<file path="src/rtl/tbf_pkg.sv">
// Purpose: Shared constants and line carriers for the T1 code and link block
// Assumes: Register index = word address; byte address is four times it
// Notes:   Status registers are write-one-to-clear
package tbf_pkg;
    localparam int AW = 12;
    // Register indices
    localparam logic [9:0] IDX_RX_CODE_CTL = 10'h015;
    localparam logic [9:0] IDX_RX_LINK     = 10'h062;
    localparam logic [9:0] IDX_RX_CODE     = 10'h063;
    localparam logic [9:0] IDX_RX_STAT7    = 10'h096;
    localparam logic [9:0] IDX_RX_MASK7    = 10'h0A6;
    localparam logic [9:0] IDX_TX_PKT2     = 10'h113;
    localparam logic [9:0] IDX_TX_LINK     = 10'h162;
    localparam logic [9:0] IDX_TX_CODE     = 10'h163;
    localparam logic [9:0] IDX_TX_CTL1     = 10'h181;
    localparam logic [9:0] IDX_TX_CTL2     = 10'h182;
    localparam logic [9:0] IDX_TX_STAT2    = 10'h191;
    localparam logic [9:0] IDX_TX_MASK2    = 10'h1A1;
    // Field positions
    localparam int SEND_CODE_BIT = 6;
    localparam int PASS_BIT      = 6;
    localparam int SRC_SEL_BIT   = 7;
    localparam int DET_BIT       = 0;
    localparam int CLR_BIT       = 1;
    localparam int FULL_BIT      = 2;
    localparam int EMPTY_BIT     = 4;
    localparam int FILT_LSB      = 0;
    localparam int DIS_LSB       = 2;
    // Reset value and bus answers
    localparam logic [7:0] REG_RST  = 8'h00;
    localparam logic [1:0] RESP_OK  = 2'h0;
    localparam logic [1:0] RESP_DEC = 2'h3;
    // Last bit index of a link byte (eight bits in ESF, six in D4)
    localparam logic [2:0] ESF_LAST = 3'h7;
    localparam logic [2:0] D4_LAST  = 3'h5;
    // Code repetitions per filter setting, 4 bits each
    localparam logic [15:0] FILT_TAB = 16'h7531;
    // Silent slots per disintegration setting, 8 bits each
    localparam logic [31:0] DIS_TAB  = 32'h8040_2010;
    localparam logic [3:0]  BOC_ZERO0 = 4'h8;
    localparam logic [3:0]  BOC_ZERO1 = 4'hF;

    typedef struct packed {
        logic esf;
        logic slot;
        logic ser_fbit;
    } tbf_tx_line_s;

    typedef struct packed {
        logic esf;
        logic slot;
        logic dl_bit;
        logic mf_edge;
    } tbf_rx_line_s;
endpackage

</file>
<file path="src/rtl/tbf_boc_fdl.sv">
// Purpose: T1 bit-oriented code send/detect and byte-wide link access
// Assumes: Line strobes are synchronous to clk, one pulse per link bit
// Notes:   Latched flags are write-one-to-clear, a set in the clear cycle wins
`timescale 1ns/100ps
module tbf_boc_fdl (
    input  wire logic                  clk,
    input  wire logic                  rst,
    input  wire logic [11:0]           awaddr,
    input  wire logic                  awvalid,
    output logic                       awready,
    input  wire logic [31:0]           wdata,
    input  wire logic [3:0]            wstrb,
    input  wire logic                  wvalid,
    output logic                       wready,
    output logic [1:0]                 bresp,
    output logic                       bvalid,
    input  wire logic                  bready,
    input  wire logic [11:0]           araddr,
    input  wire logic                  arvalid,
    output logic                       arready,
    output logic [31:0]                rdata,
    output logic [1:0]                 rresp,
    output logic                       rvalid,
    input  wire logic                  rready,
    input  wire tbf_pkg::tbf_tx_line_s tx_line,
    input  wire tbf_pkg::tbf_rx_line_s rx_line,
    output logic                       tx_fbit_out,
    output logic                       interrupt_out_n
);
    import tbf_pkg::*;

    logic [7:0] code_ctl_q;
    logic [7:0] rx_link_q;
    logic [7:0] rx_code_q;
    logic [7:0] rx_stat_q;
    logic [7:0] rx_mask_q;
    logic [7:0] pkt2_q;
    logic [7:0] tx_link_q;
    logic [7:0] tx_code_q;
    logic [7:0] ctl1_q;
    logic [7:0] ctl2_q;
    logic [7:0] tx_stat_q;
    logic [7:0] tx_mask_q;

    ////////////////////////////////////////////////////////////////////////
    // Bus slave
    logic       aw_rdy_q;
    logic       w_rdy_q;
    logic       bvalid_q;
    logic [1:0] bresp_q;
    logic [9:0] wr_idx_q;
    logic [7:0] w_byte_q;
    logic       w_lane_q;
    logic       ar_rdy_q;
    logic       rvalid_q;
    logic [1:0] rresp_q;
    logic [7:0] rd_byte_q;
    logic       wr_go;
    logic       wr_we;
    logic [7:0] rd_mux;
    logic       rd_hit;
    logic       wr_hit;

    assign wr_go = ~aw_rdy_q & ~w_rdy_q & ~bvalid_q;
    assign wr_we = wr_go & w_lane_q & wr_hit;

    function automatic logic mapped(input logic [9:0] idx);
        unique case (idx)
            IDX_RX_CODE_CTL, IDX_RX_LINK, IDX_RX_CODE, IDX_RX_STAT7, IDX_RX_MASK7,
            IDX_TX_PKT2, IDX_TX_LINK, IDX_TX_CODE, IDX_TX_CTL1,
            IDX_TX_CTL2, IDX_TX_STAT2, IDX_TX_MASK2: mapped = 1'b1;
            default: mapped = 1'b0;
        endcase
    endfunction

    assign wr_hit = mapped(wr_idx_q);

    always_ff @(posedge clk or posedge rst) begin
        if (rst) begin
            aw_rdy_q <= 1'b1;
            wr_idx_q <= 10'h000;
        end else if (awvalid && aw_rdy_q) begin
            aw_rdy_q <= 1'b0;
            wr_idx_q <= awaddr[11:2];
        end else if (bvalid_q && bready) begin
            aw_rdy_q <= 1'b1;
        end
    end

    always_ff @(posedge clk or posedge rst) begin
        if (rst) begin
            w_rdy_q  <= 1'b1;
            w_byte_q <= 8'h00;
            w_lane_q <= 1'b0;
        end else if (wvalid && w_rdy_q) begin
            w_rdy_q  <= 1'b0;
            w_byte_q <= wdata[7:0];
            w_lane_q <= wstrb[0];
        end else if (bvalid_q && bready) begin
            w_rdy_q <= 1'b1;
        end
    end

    always_ff @(posedge clk or posedge rst) begin
        if (rst) begin
            bvalid_q <= 1'b0;
            bresp_q  <= RESP_OK;
        end else if (wr_go) begin
            bvalid_q <= 1'b1;
            bresp_q  <= wr_hit ? RESP_OK : RESP_DEC;
        end else if (bready) begin
            bvalid_q <= 1'b0;
        end
    end

    always_comb begin
        rd_hit = mapped(araddr[11:2]);
        unique case (araddr[11:2])
            IDX_RX_CODE_CTL: rd_mux = code_ctl_q;
            IDX_RX_LINK:     rd_mux = rx_link_q;
            IDX_RX_CODE:     rd_mux = rx_code_q;
            IDX_RX_STAT7:    rd_mux = rx_stat_q;
            IDX_RX_MASK7:    rd_mux = rx_mask_q;
            IDX_TX_PKT2:     rd_mux = pkt2_q;
            IDX_TX_LINK:     rd_mux = tx_link_q;
            IDX_TX_CODE:     rd_mux = tx_code_q;
            IDX_TX_CTL1:     rd_mux = ctl1_q;
            IDX_TX_CTL2:     rd_mux = ctl2_q;
            IDX_TX_STAT2:    rd_mux = tx_stat_q;
            IDX_TX_MASK2:    rd_mux = tx_mask_q;
            default:         rd_mux = 8'h00;
        endcase
    end

    always_ff @(posedge clk or posedge rst) begin
        if (rst) begin
            ar_rdy_q  <= 1'b1;
            rvalid_q  <= 1'b0;
            rresp_q   <= RESP_OK;
            rd_byte_q <= 8'h00;
        end else if (arvalid && ar_rdy_q) begin
            ar_rdy_q  <= 1'b0;
            rvalid_q  <= 1'b1;
            rresp_q   <= rd_hit ? RESP_OK : RESP_DEC;
            rd_byte_q <= rd_mux;
        end else if (rvalid_q && rready) begin
            ar_rdy_q <= 1'b1;
            rvalid_q <= 1'b0;
        end
    end

    assign awready = aw_rdy_q;
    assign wready  = w_rdy_q;
    assign bvalid  = bvalid_q;
    assign bresp   = bresp_q;
    assign arready = ar_rdy_q;
    assign rvalid  = rvalid_q;
    assign rresp   = rresp_q;
    assign rdata   = {24'h000000, rd_byte_q};

    ////////////////////////////////////////////////////////////////////////
    // Control registers
    always_ff @(posedge clk or posedge rst) begin
        if (rst) begin
            code_ctl_q <= REG_RST;
            rx_mask_q  <= REG_RST;
            pkt2_q     <= REG_RST;
            tx_link_q  <= REG_RST;
            tx_code_q  <= REG_RST;
            ctl1_q     <= REG_RST;
            ctl2_q     <= REG_RST;
            tx_mask_q  <= REG_RST;
        end else if (wr_we) begin
            unique case (wr_idx_q)
                IDX_RX_CODE_CTL: code_ctl_q <= w_byte_q;
                IDX_RX_MASK7:    rx_mask_q  <= w_byte_q;
                IDX_TX_PKT2:     pkt2_q     <= w_byte_q;
                IDX_TX_LINK:     tx_link_q  <= w_byte_q;
                IDX_TX_CODE:     tx_code_q  <= {2'h0, w_byte_q[5:0]};
                IDX_TX_CTL1:     ctl1_q     <= w_byte_q;
                IDX_TX_CTL2:     ctl2_q     <= w_byte_q;
                IDX_TX_MASK2:    tx_mask_q  <= w_byte_q;
                default:         ;
            endcase
        end
    end

    ////////////////////////////////////////////////////////////////////////
    // Transmit path
    logic       send_en;
    logic       send_en_q;
    logic       pass;
    logic       boc_on;
    logic       fdl_on;
    logic [3:0] boc_idx_q;
    logic       boc_bit;
    logic [2:0] tx_cnt_q;
    logic [7:0] tx_hold_q;
    logic [7:0] tx_cur;
    logic [2:0] tx_last;
    logic       fdl_bit;
    logic       tx_done;
    logic       fbit_q;

    assign send_en = pkt2_q[SEND_CODE_BIT];
    assign pass    = ctl1_q[PASS_BIT];
    assign boc_on  = send_en & tx_line.esf;
    assign fdl_on  = ~ctl2_q[SRC_SEL_BIT] & ~boc_on;
    assign tx_last = tx_line.esf ? ESF_LAST : D4_LAST;
    assign tx_cur  = (tx_cnt_q == 3'h0) ? tx_link_q : tx_hold_q;
    assign fdl_bit = tx_cur[tx_cnt_q];
    assign tx_done = tx_line.slot & fdl_on & (tx_cnt_q == tx_last);

    always_comb begin
        if (boc_idx_q < BOC_ZERO0) begin
            boc_bit = 1'b1;
        end else if (boc_idx_q == BOC_ZERO0 || boc_idx_q == BOC_ZERO1) begin
            boc_bit = 1'b0;
        end else begin
            boc_bit = tx_code_q[3'(boc_idx_q - 4'h9)];
        end
    end

    always_ff @(posedge clk or posedge rst) begin
        if (rst) begin
            send_en_q <= 1'b0;
            boc_idx_q <= 4'h0;
        end else begin
            send_en_q <= send_en;
            if (send_en && !send_en_q) begin
                boc_idx_q <= 4'h0;
            end else if (tx_line.slot && boc_on) begin
                boc_idx_q <= boc_idx_q + 4'h1;
            end
        end
    end

    always_ff @(posedge clk or posedge rst) begin
        if (rst) begin
            tx_cnt_q  <= 3'h0;
            tx_hold_q <= 8'h00;
        end else if (tx_line.slot && fdl_on) begin
            if (tx_cnt_q == 3'h0) begin
                tx_hold_q <= tx_link_q;
            end
            tx_cnt_q <= tx_done ? 3'h0 : tx_cnt_q + 3'h1;
        end
    end

    always_ff @(posedge clk or posedge rst) begin
        if (rst) begin
            fbit_q <= 1'b0;
        end else if (tx_line.slot) begin
            if (pass) begin
                fbit_q <= tx_line.ser_fbit;
            end else if (boc_on) begin
                fbit_q <= boc_bit;
            end else if (fdl_on) begin
                fbit_q <= fdl_bit;
            end else begin
                fbit_q <= tx_line.ser_fbit;
            end
        end
    end

    assign tx_fbit_out = fbit_q;

    ////////////////////////////////////////////////////////////////////////
    // Receive link byte
    logic [7:0] rx_sh_q;
    logic [7:0] rx_sh_d;
    logic [2:0] rx_cnt_q;
    logic       rx_full;

    always_comb begin
        rx_sh_d = rx_sh_q;
        if (rx_line.slot) begin
            if (rx_line.esf) begin
                rx_sh_d = {rx_line.dl_bit, rx_sh_q[7:1]};
            end else begin
                rx_sh_d = {2'h0, rx_line.dl_bit, rx_sh_q[5:1]};
            end
        end
    end

    assign rx_full = rx_line.esf ? (rx_line.slot && rx_cnt_q == ESF_LAST)
                                 : rx_line.mf_edge;

    always_ff @(posedge clk or posedge rst) begin
        if (rst) begin
            rx_sh_q   <= 8'h00;
            rx_cnt_q  <= 3'h0;
            rx_link_q <= REG_RST;
        end else begin
            rx_sh_q <= rx_sh_d;
            if (rx_line.slot) begin
                rx_cnt_q <= rx_cnt_q + 3'h1;
            end
            if (rx_full) begin
                rx_link_q <= rx_sh_d;
            end
        end
    end

    ////////////////////////////////////////////////////////////////////////
    // Receive code detector
    logic [15:0] win_q;
    logic [15:0] win_d;
    logic        esf_slot;
    logic        match;
    logic [5:0]  cand_q;
    logic [3:0]  rep_q;
    logic [3:0]  rep_d;
    logic [7:0]  gap_q;
    logic        act_q;
    logic [3:0]  thr;
    logic [7:0]  dis;
    logic        det_fire;
    logic        clr_fire;

    assign esf_slot = rx_line.slot & rx_line.esf;
    assign win_d    = {rx_line.dl_bit, win_q[15:1]};
    assign match    = (win_d[7:0] == 8'hFF) & ~win_d[8] & ~win_d[15];
    assign thr      = FILT_TAB[4*code_ctl_q[FILT_LSB +: 2] +: 4];
    assign dis      = DIS_TAB[8*code_ctl_q[DIS_LSB +: 2] +: 8];
    assign rep_d    = (win_d[14:9] != cand_q) ? 4'h1 :
                      (rep_q == 4'hF) ? rep_q : rep_q + 4'h1;
    assign det_fire = esf_slot & match & (rep_d == thr)
                    & (~act_q | (win_d[14:9] != rx_code_q[5:0]));
    assign clr_fire = esf_slot & ~match & act_q
                    & (gap_q + 8'h01 == dis);

    always_ff @(posedge clk or posedge rst) begin
        if (rst) begin
            win_q  <= 16'h0000;
            cand_q <= 6'h00;
            rep_q  <= 4'h0;
            gap_q  <= 8'h00;
        end else if (esf_slot) begin
            win_q <= win_d;
            if (match) begin
                cand_q <= win_d[14:9];
                rep_q  <= rep_d;
                gap_q  <= 8'h00;
            end else begin
                if (gap_q != 8'hFF) begin
                    gap_q <= gap_q + 8'h01;
                end
                // Clear event re-arms the count so the same code can detect again
                if (clr_fire) begin
                    rep_q <= 4'h0;
                end
            end
        end
    end

    always_ff @(posedge clk or posedge rst) begin
        if (rst) begin
            act_q     <= 1'b0;
            rx_code_q <= REG_RST;
        end else if (det_fire) begin
            act_q     <= 1'b1;
            rx_code_q <= {2'h0, win_d[14:9]};
        end else if (clr_fire) begin
            act_q <= 1'b0;
        end
    end

    ////////////////////////////////////////////////////////////////////////
    // Latched status, set wins over write-one clear
    logic [7:0] rx_stat_set;
    logic [7:0] rx_stat_clr;
    logic [7:0] tx_stat_set;
    logic [7:0] tx_stat_clr;

    always_comb begin
        rx_stat_set            = 8'h00;
        rx_stat_set[DET_BIT]   = det_fire;
        rx_stat_set[CLR_BIT]   = clr_fire;
        rx_stat_set[FULL_BIT]  = rx_full;
        tx_stat_set            = 8'h00;
        tx_stat_set[EMPTY_BIT] = tx_done;
        rx_stat_clr = (wr_we && wr_idx_q == IDX_RX_STAT7) ? w_byte_q : 8'h00;
        tx_stat_clr = (wr_we && wr_idx_q == IDX_TX_STAT2) ? w_byte_q : 8'h00;
    end

    always_ff @(posedge clk or posedge rst) begin
        if (rst) begin
            rx_stat_q <= REG_RST;
            tx_stat_q <= REG_RST;
        end else begin
            rx_stat_q <= rx_stat_set | (rx_stat_q & ~rx_stat_clr);
            tx_stat_q <= tx_stat_set | (tx_stat_q & ~tx_stat_clr);
        end
    end

    always_ff @(posedge clk or posedge rst) begin
        if (rst) begin
            interrupt_out_n <= 1'b1;
        end else begin
            interrupt_out_n <= ~(|(rx_stat_q & rx_mask_q) | |(tx_stat_q & tx_mask_q));
        end
    end
endmodule

</file>
<file path="config.mk">
export PLATFORM = sky130hd
export DESIGN_NAME = tbf_boc_fdl
export DESIGN_NICKNAME = d
export VERILOG_FILES = /design/src/rtl/tbf_pkg.sv /design/src/rtl/tbf_boc_fdl.sv
export SDC_FILE = /design/constraint.sdc
export NUM_CORES = 1
export LEC_CHECK = 0
export BUFFER_PORTS_ARGS = -buffer_cell sky130_fd_sc_hd__clkbuf_2
export CAP_MARGIN = 5
export CORE_UTILIZATION = 30
export CTS_CLUSTER_SIZE = 30
export DETAILED_ROUTE_END_ITERATION = 16
export SYNTH_ARGS = -nofsm -noshare
export SYNTH_HDL_FRONTEND = slang
export SYNTH_SLANG_ARGS = --single-unit
</file>
<file path="constraint.sdc">
create_clock -name clk -period 6.2 [get_ports clk]
set_input_delay 0.31 -clock clk [delete_from_list [all_inputs] [get_ports clk]]
set_output_delay 0.31 -clock clk [all_outputs]
set_load 0.1 [all_outputs]
</file>
* After elaboration in Yosys (flattened, before gate mapping)
Cells that the tools add are included.
Word-level totals: bits in registers 192, bits of input ports 74, output and inout port bits 43, logic and storage cells 197
Operators by class: add/sub/neg operators 6, order comparisons 3, equal/unequal tests 35, shift operators 2, multiplexer cells 41, bitwise operators 37, reductions and logical operators 37
Operators with widths (count):
- $eq 10x9->1 const B | 14
- $pmux 8 s12 | 1
- $mux 8 | 7
- $eq 10x7->1 const B | 4
- $eq 10x8->1 const B | 4
- $and 8x8->8 | 4
- $shiftx 32x6->8 const A | 1
- $mux 4 | 6
- $reduce_or 12->1 | 2
- $reduce_and 2->1 | 11
- $mux 1 | 21
- $eq 10x5->1 const B | 2
- $and 1x1->1 | 17
- $not 8->8 | 2
- $reduce_bool 2->1 | 8
- $reduce_or 8->1 | 2
- $shiftx 16x5->4 const A | 1
- $eq 4x4->1 const B | 3
- $ne 6x6->1 | 2
- $logic_and 1x1->1 | 11
- $not 1->1 | 10
- $add 4x1->4 const B | 2
- $add 8x1->8 const B | 1
- $eq 8x8->1 | 1
- other kinds (18) | 24

* Logic depth before layout (Yosys ltp)
word-level depth 10, depth in mapped cells 10, depth with buffers taken out 8

* Worst setup path before layout
Ideal clock, no wire load.
path kind register -> register, start reg bvalid_q, in the netlist bvalid, end reg pkt2_q[0], data arrival time 2.379 ns, required time 6.075 ns, slack 3.696 ns, cell stages (with the launch flop) 5, path buffers 0, cells stage by stage dfrtp_1 -> nor3_2 -> nand4_1 -> nor4_2 -> mux2_2
Between the ends: cells in the longest elaborated chain, start to end 5
Ends and longest elaborated chain:
- start, declared | line tbf_boc_fdl.sv:49 | logic bvalid_q;
- start signal, assigned | line tbf_boc_fdl.sv:106 | bvalid_q <= 1'b0;
- start signal, assigned | line tbf_boc_fdl.sv:109 | bvalid_q <= 1'b1;
- start signal, assigned | line tbf_boc_fdl.sv:112 | bvalid_q <= 1'b0;
- $not 1->1 | line tbf_boc_fdl.sv:64 | assign wr_go = ~aw_rdy_q & ~w_rdy_q & ~bvalid_q;
- $and 1x1->1 | line tbf_boc_fdl.sv:64
- $and 1x1->1 (2 in series) | line tbf_boc_fdl.sv:65 | assign wr_we = wr_go & w_lane_q & wr_hit;
- $reduce_and 2->1 (no source line)
- end signal, assigned | line tbf_boc_fdl.sv:177 | IDX_TX_PKT2: pkt2_q <= w_byte_q;
- end, declared | line tbf_boc_fdl.sv:37 | logic [7:0] pkt2_q;
Every way passes these cells. A chain may end at the register's enable or synchronous reset.

* Final worst setup path
start reg win_q[9], end reg rx_code_q[2]
Between the ends: cells in the longest elaborated chain, start to end 6
Ends and longest elaborated chain:
- start, declared | line tbf_boc_fdl.sv:307 | logic [15:0] win_q;
- start signal, assigned | line tbf_boc_fdl.sv:340 | win_q <= win_d;
- $not 1->1 | line tbf_boc_fdl.sv:323 | assign match = (win_d[7:0] == 8'hFF) & ~win_d[8] & ~win_d[15];
- $and 1x1->1 (2 in series) | line tbf_boc_fdl.sv:323
- $and 1x1->1 (2 in series) | line tbf_boc_fdl.sv:328 | assign det_fire = esf_slot & match & (rep_d == thr)
- $and 1x1->1 | line tbf_boc_fdl.sv:329 | & (~act_q | (win_d[14:9] != rx_code_q[5:0]));
- end signal, assigned | line tbf_boc_fdl.sv:363 | rx_code_q <= {2'h0, win_d[14:9]};
- end, declared | line tbf_boc_fdl.sv:34 | logic [7:0] rx_code_q;
Every way passes these cells.

==> impl_metrics.json <==
{
  "status": "finished, violations left",
  "violations": "design-rule violations",
  "dieArea_um2": 32700,
  "max-vdd-ir-drop_uv": 310,
  "htreeDepth": 4,
  "final_cell_area_um2": 10800,
  "syn_area_um2": 9600,
  "syn_area_per_cell_um2": 10.9,
  "io_pins": 117,
  "grt_pass1_vias": 6739,
  "reg2reg_slack_ns": 3.56,
  "grt_usage_pct": 14.8,
  "grt_max_degree": 122,
  "antenna_left": 0,
  "drc": 4,
  "critPathKind": "reg2reg",
  "crit_chain": "and4bb_1, nor4b_4, and2_1, o221ai_1, or3_1, mux2_4",
  "p_leak_nw": 4.82,
  "worstSkewPairLatency_ns": 0.44,
  "rr_worst_depth": 6,
  "fin_ws_ns": 3.56,
  "maxCapViolCount": 0,
  "first_pass_iters": 13,
  "cts_sinks": 189,
  "max_slew_margin_pct": 26.2,
  "cts_buffers": 17,
  "dp.cells": 1300,
  "cts_hold_buf": 0,
  "die_x_um": 181,
  "grt_pass1_wl_um": 37900,
  "vias": 6928,
  "fin_skew_ns": 0.0152,
  "antenna_found_initial": 4,
  "cts.path.max_buffers": 2,
  "synth_edf_count": 0,
  "hold_ws_ns": 0.0149,
  "final_max_slew_viol_count": 0,
  "p_per_area_nw_per_um2": 331,
  "synth_cell_types": 69,
  "hold_end": "awready",
  "setup_tns_ns": 0,
  "rows": 65,
  "cp_slowest_cell": "or3_1",
  "end_kind": "flip-flop",
  "cts_resized": 0,
  "layoutNonFillerInstCount": 1335,
  "fin_crit_sh_pct": 42.6,
  "area_delta_synth_final_pct": 12.1,
  "synthCells": 879,
  "start_util_pct": 30.4,
  "max_stage_delay_ns": 0.57,
  "num-nets-final": 1000,
  "cts_tree": "built",
  "rsz0062_at_grt": "no",
  "cts_setup_buffers": 0,
  "worstSetupStartpointType": "flip-flop",
  "synthFlopType": "dfrtp_1",
  "place_congestion": 0.870,
  "wl_per_cell_um": 17.5,
  "timing.fmax_mhz": 378,
  "hold_viol_final": 0,
  "drt_wl_total_um": 23400,
  "hp-start": "awvalid",
  "tightest_slew_ns": 1.10,
  "arrival_ns": 2.96,
  "worstReg2RegStart": "win_q[9]",
  "overflow": 0,
  "routed_via_density": 5.19,
  "worstPathRequired_ns": 6.52,
  "hpwl_um": 16500,
  "place_area_um2": 10200,
  "setup_viol": 0,
  "pre_cts_ws_ns": 3.34,
  "layout_min_cycle_time_ns": 2.64,
  "cp_max_fo": 8,
  "drt-initial-drc-count": 470,
  "ys_ff_latch": 189,
  "yosysWarnings": 0,
  "drive_gt1_share_pct": 26.1,
  "cts.clk_slew.worst_paths_ns": 0.08,
  "port_buffers": 61,
  "die_h_um": 181,
  "yosysSeqAreaShare_pct": 49.3,
  "r2r-end": "rx_code_q[2]",
  "hold_path_class": "in2reg",
  "ys_async_sr_fraction_pct": 100,
  "root_buffer": "clkbuf_16",
  "holdPathStages": 2,
  "core_um2": 31600
}
-- Yosys cell counts (9+ instances only) --
library cell / number / area (um^2)
dfrtp_1: 185 / 4630
mux2_2: 122 / 1370
nand2_1: 109 / 409
clkbuf_1: 38 / 143
nor2_1: 37 / 139
nand3_1: 30 / 150
a22oi_1: 28 / 210
buf_4: 26 / 195
a21oi_1: 21 / 105
o21ai_0: 21 / 105
nor3_1: 19 / 95.1
inv_1: 18 / 67.6
a21boi_0: 16 / 120
nand2b_1: 11 / 68.8
xnor2_1: 11 / 96.3
xor2_1: 11 / 96.3
ha_1: 9 / 113
mux2i_1: 9 / 90.1
nor2b_1: 9 / 56.3
-- power breakdown --
part	total [W]	switching, W	internal (W)
registers	0.00173	0.000312	0.00142
logic	0.000753	0.000466	0.000287
clock network	0.00108	0.000541	0.000536
total	0.00356	0.00132	0.00224
-- worst max path at each step --
stage | start | endpoint | slack [ns]
6_report | win_q[9] | rx_code_q[2] | 3.56
5_1_grt | win_q[9] | rx_code_q[2] | 3.39
4_1_cts | win_q[9] | rx_code_q[2] | 3.55
3_5_place_dp | araddr[6] | rd_byte_q[1] | 3.34
3_3_place_gp | araddr[6] | rd_byte_q[0] | 3.41
2_1_floorplan | rst | act_q | 0.75
-- metrics by stage --
step | utilization, % | power [W]
3_5_place_dp | 32.2 | 0.00252
4_1_cts | 34.1 | 0.00360
6_report | 34.1 | 0.00356
3_3_place_gp | 32.2 | 0.00250
5_1_grt | 34.1 | 0.00376
2_1_floorplan | - | 0.00231
-- logic make-up after synthesis --
| group | count (synthesis) | synth area share, % |
|---|---|---|
| AO/OA/AOI/OAI | 158 | 11.7 |
| XOR/XNOR | 22 | 2.01 |
| adder cells (fa/ha/maj) | 9 | 1.17 |
| buffers and inverters | 87 | 4.50 |
| flip-flops | 189 | 49.3 |
| multiplexers | 140 | 16.9 |
| other | 1 | 0.0391 |
| AND/OR/NAND/NOR | 273 | 14.4 |
-- per-layer routing --
layer / vias up / global-route usage, % / routed length, um
met5: - / 0 / 11
met4: 2 / 4.38 / 401
met3: 27 / 3.71 / 1320
met2: 198 / 23.5 / 11000
met1: 3472 / 20.0 / 10600
li1: 3229 / - / -
-- worst max-delay path: cells and delay by family (launching register included) --
kind             cells  cell delay (ns)
AND/OR/NAND/NOR      4             1.62
flip-flops           1             0.40
multiplexers         1             0.37
AO/OA/AOI/OAI        1             0.13
-- state kept, by name, summed over array words and instances (netlist names), 6 cells and up --
signal and flops:
tx_link_q 8, wr_idx_q 10, pkt2_q 8, rx_link_q 8
w_byte_q 8, tx_code_q 6, cand_q 6, gap_q 8
tx_stat_q 8, ctl1_q 8, rd_byte_q 8, code_ctl_q 8
rx_sh_q 8, rx_mask_q 8, rx_stat_q 8, ctl2_q 8
tx_mask_q 8, rx_code_q 6, win_q 15, tx_hold_q 8
-- cell type report --
type,count,area (um^2)
Multi-Input combinational cell,626,4530
Fill cell,3167,20800
Timing Repair Buffer,65,335
Antenna cell,3,7.51
Inverter,18,75.1
Tap cell,402,503
Sequential cell,189,4730
Clock buffer,17,425
Clock inverter,15,150
-- cells in the final DEF, fill, tap and decap left out, types with 9 or more instances in the layout --
master and instances:
xnor2_1 11, nor3_1 19, conb_1 24, nand2b_1 11, dfrtp_1 185, o21ai_0 21
mux2i_1 9, xor2_1 11, ha_1 9, nand2_1 109, nor2_1 37, a22oi_1 28
a21oi_1 21, nand3_1 30, clkbuf_2 61, mux2_2 122, a21boi_0 16, inv_1 17
nor2b_1 9, clkbuf_16 17
Note: power is estimated with default switching activity, not from simulation.
